File: src/logic/gpib_pkg.sv
// Constants and types for the instrument bus device port
// How it works
// Full three-wire handshake on every sent byte
// Full three-wire handshake on every accepted byte
// Talk only when addressed; serial poll supported
// Own listen address cancels talker state
// Accept data only when addressed to listen
// Own talk address cancels listener state
// Request service via SRQ, clear when serviced
// Remote, local and lockout under controller command
// Parallel poll is never answered
// Universal and selected device clear both honoured
// Group trigger fires when addressed as listener
// Never drives attention or interface clear
// Message bytes are seven-bit ASCII codes
// Address 0 to 30, only own address recognised
// Messages end in LF or CR LF
// Full output queue flags error and clears queue
// Failed query produces no reply
// Poll returns status byte, then request withdrawn
`default_nettype none
package gpib_pkg;
  // ============================================================
  // Timing
  localparam int CLK_NS     = 10;
  localparam int SETTLE_NS  = 500;
  localparam int SETTLE_CYC = (SETTLE_NS + CLK_NS - 1) / CLK_NS;
  localparam int SETTLE_W   = 6;
  localparam logic [SETTLE_W-1:0] SETTLE_LOAD = SETTLE_W'(SETTLE_CYC - 1);
  // ============================================================
  // Synchroniser bit positions
  localparam int PIN_ATN  = 0;
  localparam int PIN_IFC  = 1;
  localparam int PIN_REN  = 2;
  localparam int PIN_DAV  = 3;
  localparam int PIN_NRFD = 4;
  localparam int PIN_NDAC = 5;
  localparam int PIN_EOI  = 6;
  localparam int PIN_DIO  = 7;
  localparam int SYNC_W   = 15;
  // ============================================================
  // Bus commands and address groups
  localparam logic [4:0] ADDR_MAX = 5'h1e;
  localparam logic [1:0] LAG_PFX  = 2'h1;
  localparam logic [1:0] TAG_PFX  = 2'h2;
  localparam logic [6:0] CMD_GTL  = 7'h01;
  localparam logic [6:0] CMD_SDC  = 7'h04;
  localparam logic [6:0] CMD_GET  = 7'h08;
  localparam logic [6:0] CMD_LLO  = 7'h11;
  localparam logic [6:0] CMD_DCL  = 7'h14;
  localparam logic [6:0] CMD_SPE  = 7'h18;
  localparam logic [6:0] CMD_SPD  = 7'h19;
  localparam logic [6:0] CMD_UNL  = 7'h3f;
  localparam logic [6:0] CMD_UNT  = 7'h5f;
  localparam logic [7:0] CHAR_CR  = 8'h0d;
  localparam logic [7:0] CHAR_LF  = 8'h0a;
  localparam int STB_RQS = 6;
  // ============================================================
  // Output queue
  localparam int FIFO_W = 9;
  localparam int FIFO_D = 32;
  localparam int FIFO_LAST = 8;
  // ============================================================
  // State types
  typedef enum logic [1:0] {SRC_IDLE, SRC_SETTLE, SRC_DAV} src_state_type;
  typedef enum logic [1:0] {ACC_IDLE, ACC_RDY, ACC_HOLD} acc_state_type;
  typedef enum logic [1:0] {TX_DATA, TX_CR, TX_LF} tx_state_type;
endpackage
`default_nettype wire

File: src/logic/byte_fifo.sv
// Output queue with registered read data
`default_nettype none
module byte_fifo #(
  parameter int WIDTH = 9,
  parameter int DEPTH = 32
) (
  input  wire logic             sys_clk,
  input  wire logic             rst_n,
  input  wire logic             flush,
  input  wire logic             in_valid,
  input  wire logic [WIDTH-1:0] in_data,
  output logic                  in_ready,
  output logic                  out_valid,
  output logic      [WIDTH-1:0] out_data,
  input  wire logic             out_ready
);
  localparam int AW = $clog2(DEPTH);
  logic [WIDTH-1:0] mem [DEPTH];
  logic [AW-1:0]    wr_ptr_r;
  logic [AW-1:0]    rd_ptr_r;
  logic [AW:0]      cnt_r;
  logic             out_v_r;
  logic [WIDTH-1:0] out_d_r;
  wire              push = in_valid && in_ready;
  wire              take = (cnt_r != '0) && (!out_v_r || out_ready);
  assign in_ready  = cnt_r != (AW+1)'(DEPTH);
  assign out_valid = out_v_r;
  assign out_data  = out_d_r;
  // ============================================================
  // Storage, no reset so it maps onto RAM
  always_ff @(posedge sys_clk) begin
    if (push) begin
      mem[wr_ptr_r] <= in_data;
    end
  end
  // ============================================================
  // Pointers and the read register
  always_ff @(posedge sys_clk) begin
    if (!rst_n || flush) begin
      wr_ptr_r <= '0;
      rd_ptr_r <= '0;
      cnt_r    <= '0;
      out_v_r  <= 1'b0;
      out_d_r  <= '0;
    end else begin
      wr_ptr_r <= wr_ptr_r + AW'(push);
      rd_ptr_r <= rd_ptr_r + AW'(take);
      cnt_r    <= cnt_r + (AW+1)'(push) - (AW+1)'(take);
      if (take) begin
        out_d_r <= mem[rd_ptr_r];
        out_v_r <= 1'b1;
      end else if (out_ready) begin
        out_v_r <= 1'b0;
      end
    end
  end
endmodule // byte_fifo
`default_nettype wire

File: src/logic/gpib_device_port.sv
// Instrument bus device port: handshakes, addressing, poll, remote
`default_nettype none
module gpib_device_port (
  input  wire logic       sys_clk,
  input  wire logic       rst_n,
  input  wire logic       atn_n_in,
  input  wire logic       ifc_n_in,
  input  wire logic       ren_n_in,
  input  wire logic       dav_n_in,
  output logic            dav_n_out,
  output logic            dav_n_oe,
  input  wire logic       nrfd_n_in,
  output logic            nrfd_n_out,
  output logic            nrfd_n_oe,
  input  wire logic       ndac_n_in,
  output logic            ndac_n_out,
  output logic            ndac_n_oe,
  input  wire logic       eoi_n_in,
  output logic            eoi_n_out,
  output logic            eoi_n_oe,
  output logic            srq_n_out,
  output logic            srq_n_oe,
  input  wire logic [7:0] dio_n_in,
  output logic      [7:0] dio_n_out,
  output logic            dio_n_oe,
  input  wire logic [4:0] cfg_addr,
  input  wire logic       cfg_crlf,
  input  wire logic       tx_valid,
  input  wire logic [7:0] tx_data,
  input  wire logic       tx_last,
  output logic            tx_ready,
  input  wire logic       reply_abort,
  output logic            query_err,
  output logic            rx_valid,
  output logic      [7:0] rx_data,
  output logic            rx_end,
  input  wire logic       rx_ready,
  input  wire logic [7:0] stb_in,
  input  wire logic       srq_req,
  output logic            is_talker,
  output logic            is_listener,
  output logic            remote,
  output logic            lockout,
  output logic            dev_clear,
  output logic            trigger
);
  import gpib_pkg::*;

  function automatic logic is_cmd(input logic [6:0] c, input logic [6:0] code);
    return c == code;
  endfunction

  // ============================================================
  // Pin synchronisers
  logic [SYNC_W-1:0] sync1_r;
  logic [SYNC_W-1:0] sync2_r;
  always_ff @(posedge sys_clk) begin
    if (!rst_n) begin
      sync1_r <= '1;
      sync2_r <= '1;
    end else begin
      sync1_r <= {dio_n_in, eoi_n_in, ndac_n_in, nrfd_n_in, dav_n_in, ren_n_in, ifc_n_in, atn_n_in};
      sync2_r <= sync1_r;
    end
  end
  // ATN, IFC and REN are inputs only here: no controller logic exists
  wire       atn = !sync2_r[PIN_ATN];
  wire       ifc = !sync2_r[PIN_IFC];
  wire       ren = !sync2_r[PIN_REN];
  wire       dav = !sync2_r[PIN_DAV];
  wire       nrfd = !sync2_r[PIN_NRFD];
  wire       ndac = !sync2_r[PIN_NDAC];
  wire       eoi = !sync2_r[PIN_EOI];
  wire [7:0] bus_byte = ~sync2_r[PIN_DIO +: 8];

  // ============================================================
  // Command decode
  logic          lad_r;
  logic          tad_r;
  logic          spe_r;
  acc_state_type acc_r;
  logic          rx_valid_r;
  wire [6:0] cmd      = bus_byte[6:0];
  wire       addr_ok  = cfg_addr <= ADDR_MAX;
  wire       my_la    = addr_ok && cmd == {LAG_PFX, cfg_addr};
  wire       my_ta    = addr_ok && cmd == {TAG_PFX, cfg_addr};
  wire       other_ta = cmd[6:5] == TAG_PFX && !my_ta;
  // ============================================================
  // Acceptor handshake
  wire engaged  = atn || lad_r;
  wire can_take = atn || !rx_valid_r;
  wire acc_take = engaged && acc_r == ACC_RDY && can_take && dav;
  wire cmd_take = acc_take && atn;
  wire dat_take = acc_take && !atn;
  assign nrfd_n_out = 1'b0;
  assign ndac_n_out = 1'b0;
  assign nrfd_n_oe  = engaged && !(acc_r == ACC_RDY && can_take);
  assign ndac_n_oe  = engaged && acc_r != ACC_HOLD;
  always_ff @(posedge sys_clk) begin
    if (!rst_n) begin
      acc_r <= ACC_IDLE;
    end else begin
      case (acc_r)
        ACC_IDLE: acc_r <= engaged ? ACC_RDY : ACC_IDLE;
        ACC_RDY:  acc_r <= !engaged ? ACC_IDLE : acc_take ? ACC_HOLD : ACC_RDY;
        ACC_HOLD: acc_r <= dav ? ACC_HOLD : ACC_RDY;
        default:  acc_r <= ACC_IDLE;
      endcase
    end
  end
  // Received data; the end flag ignores EOI under ATN, so no parallel poll
  logic [7:0] rx_data_r;
  logic       rx_end_r;
  always_ff @(posedge sys_clk) begin
    if (!rst_n) begin
      rx_valid_r <= 1'b0;
      rx_data_r  <= 8'h00;
      rx_end_r   <= 1'b0;
    end else if (dat_take) begin
      rx_valid_r <= 1'b1;
      rx_data_r  <= {1'b0, bus_byte[6:0]};
      rx_end_r   <= eoi;
    end else if (rx_ready) begin
      rx_valid_r <= 1'b0;
    end
  end
  assign rx_valid = rx_valid_r;
  assign rx_data  = rx_data_r;
  assign rx_end   = rx_end_r;

  // ============================================================
  // Addressing, remote/local, clear and trigger
  logic remote_r;
  logic lockout_r;
  logic dev_clear_r;
  logic trigger_r;
  wire  do_clear = cmd_take && (is_cmd(cmd, CMD_DCL) || (lad_r && is_cmd(cmd, CMD_SDC)));
  always_ff @(posedge sys_clk) begin
    if (!rst_n || ifc) begin
      lad_r <= 1'b0;
      tad_r <= 1'b0;
      spe_r <= 1'b0;
    end else if (cmd_take) begin
      if (my_la) begin
        lad_r <= 1'b1;
        tad_r <= 1'b0;
      end else if (my_ta) begin
        tad_r <= 1'b1;
        lad_r <= 1'b0;
      end else if (is_cmd(cmd, CMD_UNL)) begin
        lad_r <= 1'b0;
      end else if (is_cmd(cmd, CMD_UNT) || other_ta) begin
        tad_r <= 1'b0;
      end else if (is_cmd(cmd, CMD_SPE)) begin
        spe_r <= 1'b1;
      end else if (is_cmd(cmd, CMD_SPD)) begin
        spe_r <= 1'b0;
      end
    end
  end
  always_ff @(posedge sys_clk) begin
    if (!rst_n || !ren) begin
      remote_r  <= 1'b0;
      lockout_r <= 1'b0;
    end else if (cmd_take) begin
      if (my_la) begin
        remote_r <= 1'b1;
      end else if (lad_r && is_cmd(cmd, CMD_GTL)) begin
        remote_r <= 1'b0;
      end
      if (is_cmd(cmd, CMD_LLO)) begin
        lockout_r <= 1'b1;
      end
    end
  end
  always_ff @(posedge sys_clk) begin
    if (!rst_n) begin
      dev_clear_r <= 1'b0;
      trigger_r   <= 1'b0;
    end else begin
      dev_clear_r <= do_clear;
      trigger_r   <= cmd_take && lad_r && is_cmd(cmd, CMD_GET);
    end
  end
  assign is_talker   = tad_r;
  assign is_listener = lad_r;
  assign remote      = remote_r;
  assign lockout     = lockout_r;
  assign dev_clear   = dev_clear_r;
  assign trigger     = trigger_r;

  // ============================================================
  // Output queue; overflow discards rather than stalling the bus
  logic               q_valid;
  logic [FIFO_W-1:0]  q_data;
  logic               q_pop;
  logic               query_err_r;
  wire                overflow = tx_valid && !tx_ready;
  wire                flush = overflow || reply_abort || do_clear;
  byte_fifo #(
    .WIDTH (FIFO_W),
    .DEPTH (FIFO_D)
  ) u_queue (
    .sys_clk   (sys_clk),
    .rst_n     (rst_n),
    .flush     (flush),
    .in_valid  (tx_valid),
    .in_data   ({tx_last, 1'b0, tx_data[6:0]}),
    .in_ready  (tx_ready),
    .out_valid (q_valid),
    .out_data  (q_data),
    .out_ready (q_pop)
  );
  always_ff @(posedge sys_clk) begin
    if (!rst_n) begin
      query_err_r <= 1'b0;
    end else begin
      query_err_r <= overflow;
    end
  end
  assign query_err = query_err_r;

  // ============================================================
  // Source handshake and talker
  src_state_type         src_r;
  tx_state_type          tx_r;
  logic [SETTLE_W-1:0]   settle_r;
  logic [7:0]            out_byte_r;
  logic                  out_eoi_r;
  logic                  stb_sent_r;
  logic                  srq_pend_r;
  wire       talk_on  = tad_r && !atn;
  wire [7:0] stb_byte = {stb_in[7:STB_RQS+1], srq_pend_r, stb_in[STB_RQS-1:0]};
  wire       have     = spe_r ? !stb_sent_r : (tx_r != TX_DATA || q_valid);
  wire [7:0] sel_byte = spe_r ? stb_byte : tx_r == TX_CR ? CHAR_CR : tx_r == TX_LF ? CHAR_LF : q_data[7:0];
  wire       src_go   = src_r == SRC_IDLE && talk_on && have;
  wire       src_done = src_r == SRC_DAV && !atn && !ndac;
  wire       poll_done = src_done && spe_r;
  assign q_pop = src_done && !spe_r && tx_r == TX_DATA;
  always_ff @(posedge sys_clk) begin
    if (!rst_n) begin
      src_r    <= SRC_IDLE;
      settle_r <= '0;
    end else begin
      settle_r <= src_go ? SETTLE_LOAD : settle_r - SETTLE_W'(settle_r != '0);
      case (src_r)
        SRC_IDLE:   src_r <= src_go ? SRC_SETTLE : SRC_IDLE;
        SRC_SETTLE: src_r <= atn ? SRC_IDLE : (settle_r == '0 && !nrfd) ? SRC_DAV : SRC_SETTLE;
        SRC_DAV:    src_r <= (atn || !ndac) ? SRC_IDLE : SRC_DAV;
        default:    src_r <= SRC_IDLE;
      endcase
    end
  end
  always_ff @(posedge sys_clk) begin
    if (!rst_n) begin
      out_byte_r <= 8'h00;
      out_eoi_r  <= 1'b0;
    end else if (src_go) begin
      out_byte_r <= sel_byte;
      out_eoi_r  <= !spe_r && tx_r == TX_LF;
    end
  end
  always_ff @(posedge sys_clk) begin
    if (!rst_n || do_clear) begin
      tx_r <= TX_DATA;
    end else if (src_done && !spe_r) begin
      case (tx_r)
        TX_DATA: tx_r <= !q_data[FIFO_LAST] ? TX_DATA : cfg_crlf ? TX_CR : TX_LF;
        TX_CR:   tx_r <= TX_LF;
        TX_LF:   tx_r <= TX_DATA;
        default: tx_r <= TX_DATA;
      endcase
    end
  end
  // A new serial poll needs ATN, so ATN re-arms the status byte
  always_ff @(posedge sys_clk) begin
    if (!rst_n || atn) begin
      stb_sent_r <= 1'b0;
    end else if (poll_done) begin
      stb_sent_r <= 1'b1;
    end
  end
  // A new request in the cycle the poll completes wins over the clear
  always_ff @(posedge sys_clk) begin
    if (!rst_n) begin
      srq_pend_r <= 1'b0;
    end else if (srq_req) begin
      srq_pend_r <= 1'b1;
    end else if (poll_done) begin
      srq_pend_r <= 1'b0;
    end
  end
  assign dav_n_out = 1'b0;
  assign dav_n_oe  = src_r == SRC_DAV;
  assign dio_n_out = ~out_byte_r;
  assign dio_n_oe  = src_r != SRC_IDLE;
  assign eoi_n_out = 1'b0;
  assign eoi_n_oe  = dio_n_oe && out_eoi_r;
  assign srq_n_out = 1'b0;
  assign srq_n_oe  = srq_pend_r;
endmodule // gpib_device_port
`default_nettype wire

File: config.mk
export PLATFORM = sky130hd
export DESIGN_NAME = gpib_device_port
export DESIGN_NICKNAME = d
export VERILOG_FILES = /design/src/logic/gpib_pkg.sv /design/src/logic/byte_fifo.sv /design/src/logic/gpib_device_port.sv
export SDC_FILE = /design/constraint.sdc
export NUM_CORES = 1
export LEC_CHECK = 0
export BUFFER_PORTS_ARGS = -buffer_cell sky130_fd_sc_hd__buf_2
export CAP_MARGIN = 25
export CORE_MARGIN = 8
export CORE_UTILIZATION = 60
export DETAILED_ROUTE_END_ITERATION = 10
export PLACE_DENSITY = 0.82
export RECOVER_POWER = 100
export SLEW_MARGIN = 5
export SYNTH_ARGS = -nofsm -noshare
export SYNTH_HDL_FRONTEND = slang
export SYNTH_SLANG_ARGS = --single-unit
File: constraint.sdc
create_clock -name sys_clk -period 3.65 [get_ports sys_clk]
set_input_delay 0.365 -clock sys_clk [delete_from_list [all_inputs] [get_ports sys_clk]]
set_output_delay 0.365 -clock sys_clk [all_outputs]
set_load 0.03 [all_outputs]
==> results.json, run 1 <==
{
  "outcome": "finished, violations left",
  "violations": "max-capacitance violations, max-slew violations",
  "fp-row-count": 55,
  "use_met1_pct": 26.5,
  "mostFrequentLayoutCell": "edfxtp_1",
  "grt_antenna_before_repair": 0,
  "p_leak_nw": 5.11,
  "cts_resized": 0,
  "dp_cells": 1227,
  "top_usage_layer": "met2",
  "final_cell_mix": "256 x edfxtp_1, 91 x dfxtp_1, 82 x nor2_1",
  "design_power_total_mw": 9.85,
  "place_ws_ns": 0.674,
  "cts_buffers": 36,
  "cp_max_fo": 11,
  "relSlewSlack_pct": -63.5,
  "ys_types": 71,
  "ios": 81,
  "syn_avg_cell_area_sq_um": 15.5,
  "finalWorstSetupSlack_ns": 0.556,
  "drt_iter0_drc": 779,
  "gr-total-overflow": 0,
  "cp.arrival_ns": 3.53,
  "setup_tns_ns": 0,
  "place_area_sq_mm": 0.0145,
  "crit_required_ns": 4.08,
  "diodes": 0,
  "clock_path_buffers": 3,
  "tightest_slew_ns": 2.42,
  "p_switching_mw": 2.36,
  "io_buffers": 71,
  "core-area_sq_mm": 0.0227,
  "cellPowerDensity_mw_per_mm2": 631,
  "worstSetupEndpointType": "flip-flop",
  "synth_seq_cells": 349,
  "post-route-min-period_ns": 3.09,
  "die-area_sq_mm": 0.0283,
  "yosys.area.top_type_share_pct": 55.4,
  "wl_per_cell_um": 22.1,
  "finalCritPeriodShare_pct": 84.8,
  "use_met3_pct": 4.26,
  "hold_violations": 0,
  "holdBufCountCts": 0,
  "irDropWorstVdd_uv": 460,
  "htreeDepth": 2,
  "final_cell_area_sq_mm": 0.0156,
  "async_flop_share_pct": 0,
  "p_int_mw": 7.50,
  "die_y_um": 168,
  "drt_wl_total_mm": 28.6,
  "drc": 0,
  "p_comb_share_pct": 15.0,
  "die_w_um": 168,
  "drtPass1Iterations": 5,
  "fin_cells": 1293,
  "hold_path_class": "input port to flip-flop",
  "clock.fmax_ghz": 0.323,
  "fin_skew_ns": 0.0222,
  "grt_pass1_wl_mm": 44.5,
  "hold_depth": 2,
  "final_antenna_net_count": 0,
  "rr_worst_depth": 11,
  "gp_congestion": 0.909,
  "synth_enable_flop_cells": 256,
  "use_met2_pct": 33.6,
  "grt_pass1_vias": 7836,
  "cts.sinks": 349,
  "synth_area_sq_mm": 0.0139,
  "synthToLayoutAreaGrowth_pct": 12.5,
  "slew_violations": 84,
  "cts_tree": "done",
  "grt_max_degree": 46,
  "maxCapViolations": 3,
  "setup_viol_count_final": 0,
  "netlist_instances": 893,
  "yosys.area.top_type": "edfxtp_1",
  "clk_pin_slew_ns": 0.06,
  "critical_path_class": "flip-flop to flip-flop",
  "clk_latency_ns": 0.52,
  "ys.flop_type": "edfxtp_1",
  "cp-start-kind": "flip-flop",
  "cts_root_buf": "clkbuf_16",
  "ys_top_cells_by_area": "edfxtp_1 55%, dfxtp_1 13%, mux4_2 8.0%",
  "grt_usage_pct": 20.4,
  "ys_seq_area_share_pct": 68.8,
  "vias_per_cell": 6.05,
  "post-cts-setup-buffer-count": 0,
  "rsz0062_at_grt": "false",
  "power_frac_clock_pct": 38.9,
  "switching_share_pct": 23.9,
  "vias": 7821,
  "hpwl_mm": 17.6,
  "num-nets-final": 1042,
  "yosysWarnings": 0,
  "start_util_pct": 61.1,
  "drive_above_1_share_pct": 16.1,
  "seqPwrFrac_pct": 46.1
}
## cell usage after synthesis, drive strengths merged, types with 9 or more instances
cell type  count
a211oi        30
a21oi         30
a22oi          9
buf           37
clkbuf        16
dfxtp         93
edfxtp       256
ha            15
inv           30
mux2i         39
mux4          49
nand2         31
nand2b        33
nand3         16
nor2          82
o21ai         14
xnor2         10
## routing by layer
| layer | vias up | part of all wire, % |
|---|---|---|
| met1 | 3847 | 40 |
| met5 | - | 0 |
| li1 | 3562 | - |
| met2 | 350 | 48 |
| met4 | 0 | 3.0 |
| met3 | 62 | 8.2 |
## area by class of cell
type / count / area [sq um]
well taps: 285 / 357
inverters: 30 / 113
flip-flops and latches: 349 / 9550
clock buffers: 49 / 1020
fillers: 1490 / 7100
clock inverters: 15 / 239
multi-input cells: 466 / 3860
repair buffers: 99 / 465
## state kept, by name (all words and copies together), names as in the netlist, 2 cells and up
register / count
sync1_r: 14
u_queue.wr_ptr_r: 5
u_queue.rd_ptr_r: 5
src_r: 2
sync2_r: 14
u_queue.cnt_r: 6
settle_r: 6
tx_r: 2
out_byte_r: 8
acc_r: 2
u_queue.mem: 256
u_queue.out_data: 8
rx_data: 7
## critical path, stage by stage (launching register included)
cell and delay (ns):
dfxtp_1 0.53, nand4b_1 0.27, o41ai_1 0.41, and2b_1 0.27
ha_1 0.22, inv_1 0.05, ha_1 0.28, a21o_1 0.18
a21oi_1 0.22, o21bai_1 0.11, a2111o_1 0.40, o21ai_0 0.06
## worst paths after layout
path                from          endpoint  slack (ns)
max           sync2_r[0]  u_queue.cnt_r[5]        0.56
min             ren_n_in        sync1_r[2]        0.03
max reg2reg   sync2_r[0]  u_queue.cnt_r[5]        0.56
min reg2reg  sync1_r[13]       sync2_r[13]        0.40
## through the flow
step           util, %  hold WS, ns
2_1_floorplan        -        0.386
3_3_place_gp      64.0        0.387
3_5_place_dp      64.0        0.392
4_1_cts           69.5       0.0260
5_1_grt           68.8       0.0291
6_report          68.8       0.0347
## power by group through the flow
stage                     clock network [mW]  registers, mW  logic, mW
after floorplan                            0           4.52       1.25
final                                   3.83           4.54       1.48
after global placement                     0           4.62       1.44
after global routing                    4.05           4.56       1.63
after CTS                               3.89           4.54       1.50
after detailed placement                   0           4.62       1.47
## logic make-up (layout without fill, tap and decap cells)
logic type               Yosys count  after routing  share of synthesized area (%)
AO/OA/AOI/OAI                    123            123                           6.46
multiplexers                      88             88                           10.8
AND/OR/NAND/NOR                  214            214                           8.19
flip-flops                       349            349                           68.8
buffers and inverters             83            193                           3.06
adder cells (fa/ha/maj)           17             17                           1.57
other                              1              6                         0.0270
XOR/XNOR                          18             18                           1.14
Power figures use the tool's default switching activity.
==> run 2: changes to the inputs <==
--- a/config.mk
+++ b/config.mk
@@ -8,9 +8,9 @@
 export BUFFER_PORTS_ARGS = -buffer_cell sky130_fd_sc_hd__buf_2
 export CAP_MARGIN = 25
 export CORE_MARGIN = 8
-export CORE_UTILIZATION = 60
+export CORE_UTILIZATION = 55
 export DETAILED_ROUTE_END_ITERATION = 10
-export PLACE_DENSITY = 0.82
+export PLACE_DENSITY = 0.79
 export RECOVER_POWER = 100
 export SLEW_MARGIN = 5
 export SYNTH_ARGS = -nofsm -noshare
==> constraint.sdc (replaced) <==
create_clock -name sys_clk -period 2.7 [get_ports sys_clk]
set_input_delay 0.27 -clock sys_clk [delete_from_list [all_inputs] [get_ports sys_clk]]
set_output_delay 0.27 -clock sys_clk [all_outputs]
set_load 0.03 [all_outputs]
==> run 2 against run 1 <==
  * Highest routed layer unchanged
  * Clock power rose by 25%
  * The flow still finishes with violations (max-capacitance violations, max-slew violations)
  * Largest cell class unchanged
  * Critical path type unchanged
  * Global-route usage fell by 1.9 points
  * Final cell count rose by 7.6%
  * Via count rose by 2.6%
==> results.json, run 2 (same netlist as run 1, synthesis figures left out) <==
{
  "htreeDepth": 2,
  "gp_congestion": 0.794,
  "vias": 8027,
  "grt_max_degree": 36,
  "design_power_total_mw": 13.0,
  "diodes": 0,
  "num-nets-final": 1094,
  "mostFrequentLayoutCell": "edfxtp_1",
  "irDropWorstVdd_uv": 521,
  "violations": "max-capacitance violations, max-slew violations",
  "post-route-min-period_ns": 2.57,
  "fin_skew_ns": 0.0266,
  "ios": 81,
  "cp_max_fo": 2,
  "final_antenna_net_count": 0,
  "drt_wl_total_mm": 28.8,
  "drive_above_1_share_pct": 21.0,
  "grt_usage_pct": 18.5,
  "fin_cells": 1391,
  "final_cell_mix": "256 x edfxtp_1, 87 x dfxtp_1, 82 x nor2_1",
  "hold_path_class": "input port to flip-flop",
  "drtPass1Iterations": 5,
  "cts_buffers": 35,
  "setup_viol_count_final": 0,
  "core-area_sq_mm": 0.0250,
  "finalCritPeriodShare_pct": 95.0,
  "cellPowerDensity_mw_per_mm2": 810,
  "cts_tree": "done",
  "n_fill_cell": 1763,
  "slew_violations": 66,
  "rr_worst_depth": 11,
  "largest_register": "u_queue.mem",
  "wl_per_cell_um": 20.7,
  "clock.fmax_ghz": 0.390,
  "finalWorstSetupSlack_ns": 0.135,
  "outcome": "finished, violations left",
  "clock_path_buffers": 3,
  "clk_latency_ns": 0.52,
  "largest_reg_flops": 256,
  "crit_path_end": "u_queue.cnt_r[5]",
  "hpwl_mm": 18.0,
  "hold_violations": 0,
  "r2r_slack_ns": 0.13,
  "fp-row-count": 58,
  "grt_pass1_vias": 8066,
  "start_util_pct": 55.6,
  "worstSetupEndpointType": "flip-flop",
  "place_ws_ns": 0.0303,
  "drc": 0,
  "grt_pass1_wl_mm": 44.5,
  "final_core_util_pct": 64.4,
  "io_buffers": 71,
  "cp.arrival_ns": 3.00,
  "gr-total-overflow": 0,
  "die-area_sq_mm": 0.0306,
  "dp_cells": 1307,
  "grt_antenna_before_repair": 0,
  "p_leak_nw": 5.37,
  "die_y_um": 175,
  "synthToLayoutAreaGrowth_pct": 15.9,
  "startpoint": "src_r[0]",
  "timing.rr.end": "u_queue.cnt_r[5]",
  "r2r-start": "src_r[0]",
  "cts_root_buf": "clkbuf_16",
  "clk_pin_slew_ns": 0.06,
  "maxCapViolations": 4,
  "cp-start-kind": "flip-flop",
  "relSlewSlack_pct": -7.96,
  "setup_tns_ns": 0,
  "crit_required_ns": 3.13,
  "die_w_um": 175,
  "cts.sinks": 349,
  "tightest_slew_ns": 1.62,
  "critical_path_class": "flip-flop to flip-flop",
  "drt_iter0_drc": 840,
  "vias_per_cell": 5.77,
  "largestRegisters": "u_queue.mem x256, sync1_r x14, sync2_r x14"
}
[run 2: changes by cell type in the layout (fill, tap and decap cells not counted), moves of 3 or more]
cell           before  now
bufinv_16           6    3
clkbuf_1           67   53
buf_4               6   48
dlygate4sd3_1       0   15
clkbuf_2            1   10
dfxtp_1            91   87
clkinv_1            0    3
[run 2: critical path, stage by stage (launching register included)]
cell	delay [ns]
dfxtp_1	0.31
nand4b_4	0.19
o41ai_4	0.31
and2b_1	0.19
ha_2	0.21
inv_1	0.05
ha_1	0.27
a21o_1	0.20
a21oi_2	0.19
o21bai_1	0.10
a2111o_1	0.40
o21ai_1	0.07
[run 2: per-stage QoR]
stage                     hold WS (ns)  instance area (sq um)
after floorplan                  0.369                  13900
after global placement           0.392                  14800
after CTS                      0.00583                  16100
after detailed placement         0.394                  14800
after global routing            0.0247                  16100
final                           0.0333                  16100
[run 2: worst min-delay path by stage]
stage / endpoint / slack, ns / from / cells after the start
after floorplan: u_queue.mem[0][0] / 0.37 / tx_data[0] / 0
after global placement: sync2_r[6] / 0.39 / sync1_r[6] / 1
after detailed placement: sync2_r[3] / 0.39 / sync1_r[3] / 1
after CTS: out_byte_r[7] / 0.006 / stb_in[7] / 3
after global routing: out_byte_r[7] / 0.02 / stb_in[7] / 3
final: out_byte_r[7] / 0.03 / stb_in[7] / 3
[run 2: area by class of cell]
| type | instances | area, sq um | area share, % |
|---|---|---|---|
| sequential | 349 | 9560 | 59.5 |
| multi-input combinational | 466 | 3920 | 24.3 |
| clock buffer | 46 | 981 | 6.10 |
| timing repair buffer | 152 | 918 | 5.71 |
| tap | 330 | 413 | 2.57 |
| clock inverter | 18 | 181 | 1.13 |
| inverter | 30 | 113 | 0.700 |
[run 2: where the power goes]
part	internal, mW	switching (mW)	total [mW]	leakage, nW
Clock	2.87	1.93	4.79	0.577
Sequential	5.92	0.156	6.08	3.07
Combinational	1.06	1.09	2.15	1.72
Total	9.85	3.18	13.0	5.37
[run 2: what timing repair did]
item,CTS,global route
resized for setup,0,13
endpoints found under the hold margin,15,0
buffers inserted,0,4
hold buffers,15,0
setup endpoints to repair,0,6
[run 2: per-layer routing]
layer  vias to the layer above  GRT usage (%)  part of all wire (%)
li1                       3671              -                     -
met1                      3956           24.2                    41
met2                       345           30.5                    48
met3                        55           3.73                   8.3
met4                         0           6.32                   2.5
met5                         -              0                     0
==> run 3: changes to the inputs <==
--- a/config.mk
+++ b/config.mk
@@ -7,7 +7,6 @@
 export LEC_CHECK = 0
 export BUFFER_PORTS_ARGS = -buffer_cell sky130_fd_sc_hd__buf_2
 export CAP_MARGIN = 25
-export CORE_MARGIN = 8
 export CORE_UTILIZATION = 55
 export DETAILED_ROUTE_END_ITERATION = 10
 export PLACE_DENSITY = 0.79
==> constraint.sdc (replaced) <==
create_clock -name sys_clk -period 2.7 [get_ports sys_clk]
set_input_delay 0.54 -clock sys_clk [delete_from_list [all_inputs] [get_ports sys_clk]]
set_output_delay 0.54 -clock sys_clk [all_outputs]
set_load 0.03 [all_outputs]
==> run 3 against run 2 <==
  * The run still ends with max-capacitance violations, max-slew violations left
  * Fmax rose by 0.14%
  * Clock skew fell by 0.010 ns
  * Largest cell class unchanged
  * Sequential power barely moved
  * Combinational power fell by 2%
  * Register-to-register slack barely moved
  * Count of clock-buffer cells in the layout did not move
  * Core utilization rose by 0.32 points
==> results.json, run 3 (same netlist as run 1, synthesis figures left out) <==
{
  "hold_path_class": "input port to flip-flop",
  "cts.sinks": 349,
  "setup_tns_ns": 0,
  "irDropWorstVdd_uv": 756,
  "drc": 0,
  "grt_antenna_before_repair": 0,
  "fin_skew_ns": 0.0161,
  "final_cell_mix": "256 x edfxtp_1, 88 x dfxtp_1, 82 x nor2_1",
  "mostFrequentLayoutCell": "edfxtp_1",
  "clk_latency_ns": 0.52,
  "die-area_sq_mm": 0.0259,
  "start_util_pct": 56.6,
  "setup_viol_count_final": 0,
  "vias": 7920,
  "post-route-min-period_ns": 2.56,
  "rsz0062_at_grt": "false",
  "slew_violations": 200,
  "outcome": "finished, violations left",
  "n_fill_cell": 1757,
  "hpwl_mm": 17.3,
  "gp_congestion": 0.812,
  "place_ws_ns": 0.125,
  "cellPowerDensity_mw_per_mm2": 835,
  "relSlewSlack_pct": -10.5,
  "die_y_um": 161,
  "core-area_sq_mm": 0.0245,
  "critical_path_class": "flip-flop to flip-flop",
  "diodes": 0,
  "largest_register": "u_queue.mem",
  "fp-row-count": 57,
  "ios": 81,
  "r2r_slack_ns": 0.14,
  "clk_pin_slew_ns": 0.06,
  "cp_max_fo": 8,
  "clock_path_buffers": 3,
  "grt_max_degree": 47,
  "clock.fmax_ghz": 0.390,
  "cts_tree": "done",
  "grt_pass1_wl_mm": 42.6,
  "grt_pass1_vias": 7731,
  "drive_above_1_share_pct": 18.6,
  "finalCritPeriodShare_pct": 94.9,
  "hold_violations": 0,
  "htreeDepth": 2,
  "synthToLayoutAreaGrowth_pct": 14.5,
  "multi_input_area_sq_mm": 0.00390,
  "finalWorstSetupSlack_ns": 0.138,
  "crit_required_ns": 2.86,
  "die_w_um": 161,
  "cp.arrival_ns": 2.72,
  "drt_wl_total_mm": 28.1,
  "cp-start-kind": "flip-flop",
  "tightest_slew_ns": 1.66,
  "vias_per_cell": 5.79,
  "violations": "max-capacitance violations, max-slew violations",
  "largestRegisters": "u_queue.mem x256, sync1_r x14, sync2_r x14",
  "grt_usage_pct": 21.8,
  "wl_per_cell_um": 20.6,
  "cts_root_buf": "clkbuf_16",
  "fin_cells": 1368,
  "cts_buffers": 37,
  "maxCapViolations": 7,
  "io_buffers": 71,
  "gr-total-overflow": 0,
  "dp_cells": 1300,
  "drtPass1Iterations": 5,
  "worstSetupEndpointType": "flip-flop",
  "final_antenna_net_count": 0,
  "seq_area_sq_mm": 0.00956,
  "num-nets-final": 1076,
  "p_leak_nw": 5.23,
  "drt_iter0_drc": 723,
  "largest_reg_flops": 256
}
==> run 3: cell count changes in the layout (fill, tap and decap cells not counted), sizes merged <==
cell,delta
bufinv,+1
clkbuf,+23
buf,-28
dlygate4sd3,-15
clkinv,+3
clkinvlp,-1
==> run 3: area by class of cell <==
type                            instances  area share (%)
Sequential cell                       349            60.2
Multi-Input combinational cell        466            24.6
Clock buffer                           46            6.43
Timing Repair Buffer                  132            4.19
Tap cell                              324            2.55
Clock inverter                         21            1.40
Inverter                               30           0.709
==> run 3: timing repair <==
item                                    4_1_cts  5_1_grt
buffers inserted                              0        1
gates resized for setup                       0        7
endpoints found under the setup margin        0        2
hold buffers                                  0        0
==> run 3: final timing paths <==
kind | from | end | cells past startpoint
max | u_queue.cnt_r[2] | u_queue.mem[28][6] | 8
min reg2reg | sync1_r[10] | sync2_r[10] | 1
min | dio_n_in[0] | sync1_r[7] | 2
max reg2reg | u_queue.cnt_r[2] | u_queue.mem[28][6] | 8
==> run 3: stage by stage <==
stage	power, mW	utilization (%)	hold WS, ns	area, sq um
2_1_floorplan	7.79	-	0.386	13900
3_3_place_gp	8.19	60.5	0.390	14800
3_5_place_dp	8.25	60.5	0.391	14800
4_1_cts	13.4	65.6	0.184	16100
5_1_grt	13.8	64.8	0.194	15900
6_report	13.3	64.8	0.204	15900
==> run 3: where the power goes <==
part	internal (mW)	leakage, nW	switching [mW]
clock	3.09	0.619	2.02
combinational	1.04	1.54	1.07
sequential	5.92	3.07	0.127
==> run 3: worst max-delay path, stage by stage, from the launching register on <==
cell,delay (ns)
dfxtp_1,0.33
inv_1,0.06
ha_1,0.20
nor4bb_1,0.15
nor2b_1,0.13
buf_4,0.17
or3b_2,0.59
nor2_1,0.16
clkbuf_1,0.41
==> run 3: routing by layer <==
layer / vias up / part of all wire [%] / global-route usage (%)
li1: 3646 / - / -
met1: 3939 / 42 / 29.3
met2: 279 / 49 / 36.1
met3: 56 / 5.8 / 3.59
met4: 0 / 2.7 / 7.68
met5: - / 0 / 0
